**config.mk**
```make
export PLATFORM = sky130hd
export DESIGN_NAME = mjp_jam_stage
export DESIGN_NICKNAME = d
export VERILOG_FILES = /design/src/hdl/mjp_pkg.sv /design/src/hdl/mjp_jam_stage.sv /design/src/hdl/mjp_prefault.sv
export VERILOG_INCLUDE_DIRS = /design/src /design/src/hdl
export SDC_FILE = /design/constraint.sdc
export NUM_CORES = 2
export LEC_CHECK = 0
export ABC_AREA = 1
export BUFFER_PORTS_ARGS = -buffer_cell sky130_fd_sc_hd__buf_4
export CORE_UTILIZATION = 45
export CTS_CLUSTER_SIZE = 28
export DETAILED_ROUTE_END_ITERATION = 8
export PLACE_DENSITY = 0.73
export SYNTH_ARGS = -nofsm -noshare
export SYNTH_HDL_FRONTEND = slang
export SYNTH_SLANG_ARGS = --single-unit
export TNS_END_PERCENT = 30
```
**constraint.sdc**
```tcl
create_clock -name CLK -period 9.15 [get_ports CLK]
set_input_delay 0.915 -clock CLK [delete_from_list [all_inputs] [get_ports CLK]]
set_output_delay 0.915 -clock CLK [all_outputs]
set_load 0.01 [all_outputs]
```
**src/hdl/mjp_cfg.svh**
```systemverilog
// Constants of the jam stage: timing, encodings, reset values and widths.
`ifndef MJP_CFG_SVH
`define MJP_CFG_SVH

`define MJP_CLK_PERIOD_NS   10
`define MJP_STAMP_RES_MS    1
`define MJP_TICK_CYCLES     ((`MJP_STAMP_RES_MS * 1000000) / `MJP_CLK_PERIOD_NS)
`define MJP_SAMPLE_BASE_MS  5
`define MJP_PREFAULT_WIN_MS 20
`define MJP_AVG_DEPTH       (`MJP_PREFAULT_WIN_MS / `MJP_SAMPLE_BASE_MS)
`define MJP_HIST_DEPTH      (2 * `MJP_AVG_DEPTH)
`define MJP_AVG_SHIFT       2

`define MJP_GROUPS          8
`define MJP_MAG_W           16
`define MJP_DELAY_W         21
`define MJP_CNT_W           16
`define MJP_STAMP_W         32

`define MJP_HYST_NUM        23'h00_0061
`define MJP_HYST_DEN        23'h00_0064

`define MJP_THR_RESET       16'h0032
`define MJP_DELAY_RESET     21'h00_0000

`define MJP_LN_ON           3'h1
`define MJP_LN_BLOCKED      3'h2
`define MJP_LN_TEST         3'h3
`define MJP_LN_TEST_BLOCKED 3'h4
`define MJP_LN_OFF          3'h5

`define MJP_FORCE_NORMAL    2'h0
`define MJP_FORCE_START     2'h1
`define MJP_FORCE_TRIP      2'h2
`define MJP_FORCE_BLOCKED   2'h3

`define MJP_SEL_FIRST       2'h1
`define MJP_SEL_SECOND      2'h2

`define MJP_EV_START        0
`define MJP_EV_TRIP         1
`define MJP_EV_BLOCK        2

`endif

```
**src/hdl/mjp_pkg.sv**
```systemverilog
// Types shared by the jam stage and its pre-fault recorder.
`include "mjp_cfg.svh"
package mjp_pkg;
	typedef logic [2:0][`MJP_MAG_W-1:0] mjp_phase_t;

	typedef struct packed {
		logic       valid;
		mjp_phase_t mag;
	} mjp_meas_t;

	typedef struct packed {
		logic [`MJP_MAG_W-1:0]   threshold;
		logic                    instant;
		logic [`MJP_DELAY_W-1:0] delay_ms;
	} mjp_group_t;

	typedef struct packed {
		logic [2:0]              valid;
		logic [2:0]              on;
		logic [`MJP_STAMP_W-1:0] stamp;
	} mjp_event_t;

	typedef enum logic [3:0] {
		MJP_IDLE  = 4'b0001,
		MJP_START = 4'b0010,
		MJP_TRIP  = 4'b0100,
		MJP_BLOCK = 4'b1000
	} mjp_state_t;
endpackage : mjp_pkg

```
**src/hdl/mjp_jam_stage.sv**
```systemverilog
// Mechanical jam stage: pick-up, definite delay, blocking, events and counters.
`timescale 1ns/1ps
`include "mjp_cfg.svh"
module mjp_jam_stage #(
	parameter int unsigned TICK_CYCLES = `MJP_TICK_CYCLES
) (
	// Clock and reset
	input  wire logic                    CLK,
	input  wire logic                    RSTN,
	// Current measurement modules
	input  wire mjp_pkg::mjp_meas_t      CUR_FIRST,
	input  wire mjp_pkg::mjp_meas_t      CUR_SECOND,
	// Motor status and blocking
	input  wire logic                    MOTOR_RUNNING,
	input  wire logic                    MOTOR_STARTING,
	input  wire logic                    BLOCK_IN,
	// Setting groups
	input  wire logic                    GRP_WR,
	input  wire logic [2:0]              GRP_WR_IDX,
	input  wire mjp_pkg::mjp_group_t     GRP_WR_DATA,
	input  wire logic [2:0]              ACTIVE_GROUP,
	// General settings
	input  wire logic                    LN_SET_ENABLE,
	input  wire logic [2:0]              LN_STATE,
	input  wire logic                    FORCE_ENABLE,
	input  wire logic [1:0]              FORCE_STATUS,
	input  wire logic [1:0]              MEAS_SEL,
	input  wire logic                    MULTI_MODULE,
	// Stage outputs
	output logic                         START_OUT,
	output logic                         TRIP_OUT,
	output logic                         BLOCKED_OUT,
	output mjp_pkg::mjp_event_t          EVENT,
	output logic [2:0][`MJP_CNT_W-1:0]   EVENT_COUNT,
	output mjp_pkg::mjp_phase_t          PREFAULT
);
	////////////////////////////////////////////////////////////////////////////
	// Millisecond time base.
	logic [31:0]              tick_cnt_reg;
	logic [31:0]              tick_cnt_next;
	logic [`MJP_STAMP_W-1:0]  stamp_reg;
	logic [`MJP_STAMP_W-1:0]  stamp_next;
	logic                     tick;

	always_comb begin
		tick          = (tick_cnt_reg == TICK_CYCLES - 1);
		tick_cnt_next = tick ? '0 : tick_cnt_reg + 32'h0000_0001;
		stamp_next    = tick ? stamp_reg + 32'h0000_0001 : stamp_reg;
	end

	always_ff @(posedge CLK or negedge RSTN) begin
		if (!RSTN) begin
			tick_cnt_reg <= '0;
			stamp_reg    <= '0;
		end else begin
			tick_cnt_reg <= tick_cnt_next;
			stamp_reg    <= stamp_next;
		end
	end

	////////////////////////////////////////////////////////////////////////////
	// Setting groups and measurement input.
	mjp_pkg::mjp_group_t grp_reg [`MJP_GROUPS];
	mjp_pkg::mjp_group_t grp_next [`MJP_GROUPS];
	mjp_pkg::mjp_group_t grp;
	mjp_pkg::mjp_meas_t  meas;
	mjp_pkg::mjp_phase_t ph_reg;
	mjp_pkg::mjp_phase_t ph_next;

	always_comb begin
		for (int i = 0; i < `MJP_GROUPS; i++) begin
			grp_next[i] = grp_reg[i];
		end
		if (GRP_WR) begin
			grp_next[GRP_WR_IDX] = GRP_WR_DATA;
		end
		grp = grp_reg[ACTIVE_GROUP];
		// The module choice is a general setting, untouched by group changes.
		meas = (MULTI_MODULE && MEAS_SEL == `MJP_SEL_SECOND) ? CUR_SECOND : CUR_FIRST;
		ph_next = meas.valid ? meas.mag : ph_reg;
	end

	always_ff @(posedge CLK or negedge RSTN) begin
		if (!RSTN) begin
			for (int i = 0; i < `MJP_GROUPS; i++) begin
				grp_reg[i] <= '{threshold: `MJP_THR_RESET, instant: 1'b0, delay_ms: `MJP_DELAY_RESET};
			end
			ph_reg <= '0;
		end else begin
			for (int i = 0; i < `MJP_GROUPS; i++) begin
				grp_reg[i] <= grp_next[i];
			end
			ph_reg <= ph_next;
		end
	end

	////////////////////////////////////////////////////////////////////////////
	// Pick-up with fixed hysteresis.
	logic        pick_reg;
	logic        pick_next;
	logic [2:0]  over;
	logic [2:0]  under;
	logic [22:0] rel_lim;

	always_comb begin
		rel_lim = {7'h00, grp.threshold} * `MJP_HYST_NUM;
		for (int p = 0; p < 3; p++) begin
			over[p]  = ph_reg[p] > grp.threshold;
			// Scaled compare keeps the 97 percent exact without a divider.
			under[p] = ({7'h00, ph_reg[p]} * `MJP_HYST_DEN) < rel_lim;
		end
		if (|over) begin
			pick_next = 1'b1;
		end else if (&under) begin
			pick_next = 1'b0;
		end else begin
			pick_next = pick_reg;
		end
	end

	always_ff @(posedge CLK or negedge RSTN) begin
		if (!RSTN) begin
			pick_reg <= 1'b0;
		end else begin
			pick_reg <= pick_next;
		end
	end

	////////////////////////////////////////////////////////////////////////////
	// Stage sequence.
	mjp_pkg::mjp_state_t     state_reg;
	mjp_pkg::mjp_state_t     state_next;
	logic [`MJP_DELAY_W-1:0] timer_reg;
	logic [`MJP_DELAY_W-1:0] timer_next;
	logic [2:0]              ln;
	logic                    act;
	logic                    blk;

	always_comb begin
		ln  = LN_SET_ENABLE ? LN_STATE : `MJP_LN_ON;
		act = MOTOR_RUNNING && !MOTOR_STARTING && ln != `MJP_LN_OFF;
		blk = BLOCK_IN || ln == `MJP_LN_BLOCKED || ln == `MJP_LN_TEST_BLOCKED;
		state_next = state_reg;
		timer_next = timer_reg;
		case (state_reg)
			mjp_pkg::MJP_IDLE: begin
				timer_next = '0;
				if (act && pick_reg) begin
					if (blk) begin
						state_next = mjp_pkg::MJP_BLOCK;
					end else if (grp.instant) begin
						state_next = mjp_pkg::MJP_TRIP;
					end else begin
						state_next = mjp_pkg::MJP_START;
					end
				end
			end
			mjp_pkg::MJP_START: begin
				if (!act || !pick_reg) begin
					state_next = mjp_pkg::MJP_IDLE;
				end else if (blk) begin
					state_next = mjp_pkg::MJP_BLOCK;
				end else if (timer_reg >= grp.delay_ms) begin
					state_next = mjp_pkg::MJP_TRIP;
				end else if (tick) begin
					timer_next = timer_reg + 21'h00_0001;
				end
			end
			mjp_pkg::MJP_TRIP: begin
				if (!act || !pick_reg) begin
					state_next = mjp_pkg::MJP_IDLE;
				end else if (blk) begin
					state_next = mjp_pkg::MJP_BLOCK;
				end
			end
			mjp_pkg::MJP_BLOCK: begin
				if (!act || !pick_reg || !blk) begin
					state_next = mjp_pkg::MJP_IDLE;
				end
			end
			default: begin
				state_next = mjp_pkg::MJP_IDLE;
			end
		endcase
	end

	always_ff @(posedge CLK or negedge RSTN) begin
		if (!RSTN) begin
			state_reg <= mjp_pkg::MJP_IDLE;
			timer_reg <= '0;
		end else begin
			state_reg <= state_next;
			timer_reg <= timer_next;
		end
	end

	////////////////////////////////////////////////////////////////////////////
	// Outputs, events and counters; bit 0 start, bit 1 trip, bit 2 blocked.
	logic [2:0]            out_reg;
	logic [2:0]            out_next;
	mjp_pkg::mjp_event_t   evt_reg;
	mjp_pkg::mjp_event_t   evt_next;
	logic [2:0][`MJP_CNT_W-1:0] cnt_reg;
	logic [2:0][`MJP_CNT_W-1:0] cnt_next;

	always_comb begin
		out_next = {state_reg == mjp_pkg::MJP_BLOCK, state_reg == mjp_pkg::MJP_TRIP,
			state_reg == mjp_pkg::MJP_START || state_reg == mjp_pkg::MJP_TRIP};
		if (FORCE_ENABLE) begin
			case (FORCE_STATUS)
				`MJP_FORCE_START:   out_next = 3'b001;
				`MJP_FORCE_TRIP:    out_next = 3'b011;
				`MJP_FORCE_BLOCKED: out_next = 3'b100;
				default:            out_next = out_next;
			endcase
		end
		evt_next.stamp = stamp_reg;
	end

	genvar k;
	generate
		for (k = 0; k < 3; k++) begin : g_evt
			always_comb begin
				evt_next.valid[k] = out_next[k] ^ out_reg[k];
				evt_next.on[k]    = out_next[k];
				cnt_next[k]       = cnt_reg[k] + {{(`MJP_CNT_W-1){1'b0}}, out_next[k] & ~out_reg[k]};
			end
		end
	endgenerate

	always_ff @(posedge CLK or negedge RSTN) begin
		if (!RSTN) begin
			out_reg <= '0;
			evt_reg <= '0;
			cnt_reg <= '0;
		end else begin
			out_reg <= out_next;
			evt_reg <= evt_next;
			cnt_reg <= cnt_next;
		end
	end

	mjp_prefault u_prefault (
		.clk          (CLK),
		.rstn         (RSTN),
		.sample_valid (meas.valid),
		.sample       (meas.mag),
		.capture      ((evt_next.valid[0] & out_next[0]) | (evt_next.valid[1] & out_next[1])),
		.prefault     (PREFAULT)
	);

	assign START_OUT   = out_reg[`MJP_EV_START];
	assign TRIP_OUT    = out_reg[`MJP_EV_TRIP];
	assign BLOCKED_OUT = out_reg[`MJP_EV_BLOCK];
	assign EVENT       = evt_reg;
	assign EVENT_COUNT = cnt_reg;

	////////////////////////////////////////////////////////////////////////////
	// Checks.
	a_inhibit_starting: assert property (@(posedge CLK) disable iff (!RSTN)
		MOTOR_STARTING |=> state_reg == mjp_pkg::MJP_IDLE) else $error("stage active while motor starting");
	a_instant_direct: assert property (@(posedge CLK) disable iff (!RSTN)
		state_reg == mjp_pkg::MJP_IDLE && act && pick_reg && !blk && grp.instant
		|=> state_reg == mjp_pkg::MJP_TRIP) else $error("instant mode did not trip at once");
	a_instant_pair: assert property (@(posedge CLK) disable iff (!RSTN)
		$rose(out_reg[0]) && $rose(out_reg[1]) |-> evt_reg.valid[1:0] == 2'b11 && evt_reg.on[1:0] == 2'b11)
		else $error("start and trip events not issued together");
	a_stamp_step: assert property (@(posedge CLK) disable iff (!RSTN)
		tick |=> stamp_reg == $past(stamp_reg) + 32'h0000_0001) else $error("stamp did not advance on tick");
	a_count_start: assert property (@(posedge CLK) disable iff (!RSTN)
		$rose(out_reg[0]) |-> cnt_reg[0] == $past(cnt_reg[0]) + 16'h0001) else $error("start counter missed");
	a_pickup_any: assert property (@(posedge CLK) disable iff (!RSTN)
		|over |=> pick_reg) else $error("pick-up missed");
	a_hold_hyst: assert property (@(posedge CLK) disable iff (!RSTN)
		pick_reg && !(&under) |=> pick_reg) else $error("pick-up released inside hysteresis");
	a_block_start: assert property (@(posedge CLK) disable iff (!RSTN)
		state_reg == mjp_pkg::MJP_START && act && pick_reg && blk |=> state_reg == mjp_pkg::MJP_BLOCK)
		else $error("start not replaced by blocked");
	a_drop_no_trip: assert property (@(posedge CLK) disable iff (!RSTN)
		state_reg == mjp_pkg::MJP_START && !pick_reg |=> state_reg == mjp_pkg::MJP_IDLE ##1 !out_reg[1])
		else $error("dropout before expiry tripped");
	a_force_block: assert property (@(posedge CLK) disable iff (!RSTN)
		FORCE_ENABLE && FORCE_STATUS == `MJP_FORCE_BLOCKED |=> out_reg == 3'b100) else $error("forcing ignored");

	c_instant_trip: cover property (@(posedge CLK) disable iff (!RSTN) $rose(out_reg[0]) && $rose(out_reg[1]));
	c_delay_trip: cover property (@(posedge CLK) disable iff (!RSTN) out_reg[0] && !out_reg[1] ##1 out_reg[1]);
	c_blocked: cover property (@(posedge CLK) disable iff (!RSTN) $rose(out_reg[2]));
	c_dropout: cover property (@(posedge CLK) disable iff (!RSTN) $fell(out_reg[0]) && !$past(out_reg[1]));
endmodule : mjp_jam_stage

```
**src/hdl/mjp_prefault.sv**
```systemverilog
// Pre-fault recorder: keeps 5 ms samples and averages the older 20 ms window.
`timescale 1ns/1ps
`include "mjp_cfg.svh"
module mjp_prefault (
	// Clock and reset
	input  wire logic               clk,
	input  wire logic               rstn,
	// Samples and capture request
	input  wire logic               sample_valid,
	input  wire mjp_pkg::mjp_phase_t sample,
	input  wire logic               capture,
	// Captured average
	output mjp_pkg::mjp_phase_t     prefault
);
	mjp_pkg::mjp_phase_t hist_reg [`MJP_HIST_DEPTH];
	mjp_pkg::mjp_phase_t hist_next [`MJP_HIST_DEPTH];
	mjp_pkg::mjp_phase_t pre_reg;
	mjp_pkg::mjp_phase_t pre_next;
	mjp_pkg::mjp_phase_t avg;

	// Entries 0..3 hold the newest 20 ms, so 4..7 end 20 ms back.
	genvar p;
	generate
		for (p = 0; p < 3; p++) begin : g_phase
			logic [`MJP_MAG_W+1:0] sum;
			always_comb begin
				sum = '0;
				for (int i = `MJP_AVG_DEPTH; i < `MJP_HIST_DEPTH; i++) begin
					sum = sum + {2'b00, hist_reg[i][p]};
				end
				avg[p] = sum[`MJP_MAG_W+1:`MJP_AVG_SHIFT];
			end
		end
	endgenerate

	always_comb begin
		for (int i = 0; i < `MJP_HIST_DEPTH; i++) begin
			hist_next[i] = hist_reg[i];
		end
		if (sample_valid) begin
			hist_next[0] = sample;
			for (int i = 1; i < `MJP_HIST_DEPTH; i++) begin
				hist_next[i] = hist_reg[i-1];
			end
		end
		pre_next = capture ? avg : pre_reg;
	end

	always_ff @(posedge clk or negedge rstn) begin
		if (!rstn) begin
			for (int i = 0; i < `MJP_HIST_DEPTH; i++) begin
				hist_reg[i] <= '0;
			end
			pre_reg <= '0;
		end else begin
			for (int i = 0; i < `MJP_HIST_DEPTH; i++) begin
				hist_reg[i] <= hist_next[i];
			end
			pre_reg <= pre_next;
		end
	end

	assign prefault = pre_reg;
endmodule : mjp_prefault

```
==> metrics.md <==
| Metric | Value |
|---|---|
| Outcome | completed |
| VDD IR max | approximately 0.19 mV |
| Die W | between 300 and 400 um |
| Total gr overflow | 0 |
| XOR/XNOR share of the synthesized area | roughly 3.4% |
| Crit path DAT | between 7 and 8 ns |
| CTS root buf | clkbuf_16 |
| Async set or reset register ratio after synthesis | 100% |
| Top Ports | a little under 300 |
| Vias in the first global route | between 40000 and 50000 |
| Int Power | around 10000 uW |
| CP required | 9.74 ns |
| Final GP Congestion | about 0.9 |
| P&R area growth vs syn | 13.4% |
| Seq pwr share | 30.3% |
| Mapped Area | approximately 0.053 sq mm |
| Post-route cell area | about 0.060 sq mm |
| Largest net degree at the start of global routing | approximately 230 |
| Power Density | about 300 mW/mm^2 |
| Unrepaired setup endpoints after global routing | no |
| Max-cap violations | 0 |
| Postcts setup bufs | 0 |
| Adder-Cell Fraction of Synth Area | between 10 and 15% |
| Worst-Skew Late Latency | around 0.70 ns |
| Final period util | between 70% and 80% |
| Filler cell count | 10907 |
| Crit path launch type | input pin |
| CTS buffer count | ~100 |
| Layout Nets | 7235 |
| Synth cell types | 61 |
| Vias/cell | between 5 and 6 |
| Routed Wire Length | 129000 um |
| Die area | roughly 0.12 sq mm |
| Drc violations | 0 |
| Die Ht | about 340 um |
| Clock Pin Slew Worst Setup and Hold Paths | around 0.060 ns |
| Max Freq | approximately 140 MHz |
| Switching fraction of total power | between 40 and 50% |
| Via count | 42092 |
| YS warnings | 0 |
| Final setup fails | 0 |
| Worst Tran Pin Value | around 1.1 ns |
| Setup CP Type | input pin to register |
| #FFs+latches synth | between 900 and 1000 |
| # resized after CTS | 0 |
| Post-Syn Area per Cell | between 8 and 9 sq um |
| CP most frequent cell | nand2_1 |
| Area taken by multi-input logic gates | 0.0257 sq mm |
| Mapped Cells | 6347 |
| Final Max Tran Viols | 0 |
| Minimum clock period | about 7.0 ns |
| Area of placed instances | about 0.056 sq mm |
| Slowest-stage cell, CP | clkinv_2 |
| Nature of the critical path endpoint | register |
| Synth Area in Simple Gates | 18.0% |
| H-Tree Depth | 3 |
| Comb pwr share | 45.6% |
| Number of synthesized flops with an enable pin | 0 |
| Switch Pwr | just over 7000 uW |
| Critical Path Max Stage Delay | just over 0.9 ns |
| Worst-path maximum fanout | 79 |
| Wire per inst | around 16 um |
| Register area | 0.0229 sq mm |
| # clock sinks | 912 |
| Hold crit path type | input pin to asynchronous set/reset pin |
| Initial core utilization | about 45% |
| Max Root-Sink Buffers | 3 |
| Main flop type after synthesis | dfrtp_1 |
| Total Neg Setup Slack | 0 ns |
| Post-synthesis compound-gate area fraction | 12.9% |
| Layout cells sized above 1 | 8.62% |
| Hpwl dp | approximately 90000 um |
| Global-route wire length before repair | ~210000 um |
| Number of DRC markers in iteration 0 | a little under 3000 |
| Rel. slew slack | between 20% and 30% |
| Final hold violations | 0 |
| Max reg flops | about 380 |
| Leak pwr | between 0.03 and 0.04 uW |
| CTS tree | yes |
| Largest family of logic cells by synthesized area | simple AND/OR/NAND/NOR gates |
| Port Buf Inserts | slightly below 300 |
| Clock network power share | about a quarter |
| DRT Pass-1 Iters | 5 |
| DRT antenna net count | 0 |
| Total track usage | between 20% and 30% |
| Core area | 0.116 sq mm |
| Antenna violations before repair | 4 |
| Mux cell area share after synthesis | 0.0214% |
| Row count | approximately 130 |
| Clock skew | 0.0536 ns |
| Post-CTS Hold Buffers | 0 |
| Sequential area share after synthesis | between 40% and 50% |
| Syn_nets | between 7000 and 8000 |
## worst max-delay path: cells and delay by family
family                   cells  cell delay (ns)
AND/OR/NAND/NOR             15             1.42
buffers and inverters        3             1.97
AO/OA/AOI/OAI                5             0.70
XOR/XNOR                     1             0.37
adder cells (fa/ha/maj)      6             2.17
## layer usage
layer | wire, um | share of wire [%] | GRT usage, % | vias up
met1 | 59900 | 47 | 30.7 | 19948
met4 | 3540 | 2.8 | 6.94 | 2
met3 | 6370 | 5.0 | 3.10 | 221
met5 | 12 | 0.0093 | 0 | -
li1 | - | - | - | 20953
met2 | 58700 | 46 | 34.8 | 968
## metrics by stage
step / cells / total power, uW / hold slack, ns / worst slack, ns / util [%]
floorplan: 6347 / 11100 / 0.372 / 3.11 / -
global placement: 7951 / 13100 / 0.381 / 1.51 / 48.3
detailed placement: 7951 / 13300 / 0.380 / 1.46 / 48.3
CTS: 8136 / 17700 / 0.215 / 2.18 / 51.4
global route: 8136 / 19100 / 0.263 / 1.60 / 51.4
finish: 8137 / 17600 / 0.232 / 2.12 / 51.4
## layout by cell type (no fill, tap or decap), types with 12 or more instances in the layout
cell and count:
a211oi_1 12, a21boi_0 14, a21oi_1 231, a31oi_1 82
buf_4 314, clkbuf_1 13, clkbuf_16 99, clkbuf_8 23
clkinv_2 20, dfrtp_1 887, dfstp_2 25, fa_1 92
ha_1 457, inv_1 834, nand2_1 1584, nand3_1 145
nand4_1 55, nor2_1 400, nor3_1 61, nor4_1 22
o21ai_0 810, o221ai_1 22, o22ai_1 51, xnor2_1 78
xor2_1 128
## cell families after synthesis
family	count (synthesis)
muxes	1
DFF	912
and+or+nand+nor	2326
xor gates and xnor gates	206
AOI/OAI and AO/OA	1272
adders and majority gates	549
buffers and inverters	1081
## Yosys cell counts, types with 78 or more instances
master	number	area [sq um]
nand2_1	1590	5970
dfrtp_1	887	22200
inv_1	836	3140
o21ai_0	810	4050
ha_1	457	5720
nor2_1	402	1510
a21oi_1	231	1160
clkbuf_1	217	815
nand3_1	146	731
xor2_1	128	1120
fa_1	92	1840
a31oi_1	82	513
xnor2_1	78	683
## cell type report
type	instances	area share, %
repair buffers	320	4.15
multi-input cells	4354	43.1
inverters	841	5.31
diodes	1	0.00420
clock buffers	135	4.77
well taps	1524	3.20
flip-flops and latches	912	38.3
clock inverters	50	1.14
## worst paths after layout
check                                                            to  slack, ns                      start  depth (start not counted)
worst max-delay path                           pick_reg$_DFFE_PN0P_       2.12            ACTIVE_GROUP[0]                         30
worst min-delay path            u_prefault.prefault[39]$_DFFE_PN0P_       0.23                       RSTN                          1
worst max register to register                 pick_reg$_DFFE_PN0P_       3.50   grp_reg[102]$_DFFE_PN1P_                         29
worst min register to register                  EVENT[31]$_DFF_PN0_       0.39  stamp_reg[31]$_DFFE_PN0N_                          0
max in group asynchronous                   grp_reg[33]$_DFFE_PN0P_       6.76                       RSTN                          3
min in group CLK                                EVENT[31]$_DFF_PN0_       0.39  stamp_reg[31]$_DFFE_PN0N_                          0
## power by group through the flow
stage	Clock, uW	Sequential, uW	Combinational, uW
6_report	4240	5330	8030
2_1_floorplan	0	5290	5820
3_3_place_gp	0	5360	7730
4_1_cts	4330	5330	8020
3_5_place_dp	0	5390	7940
5_1_grt	4500	5420	9210
Note: power is estimated with default switching activity, not from simulation.
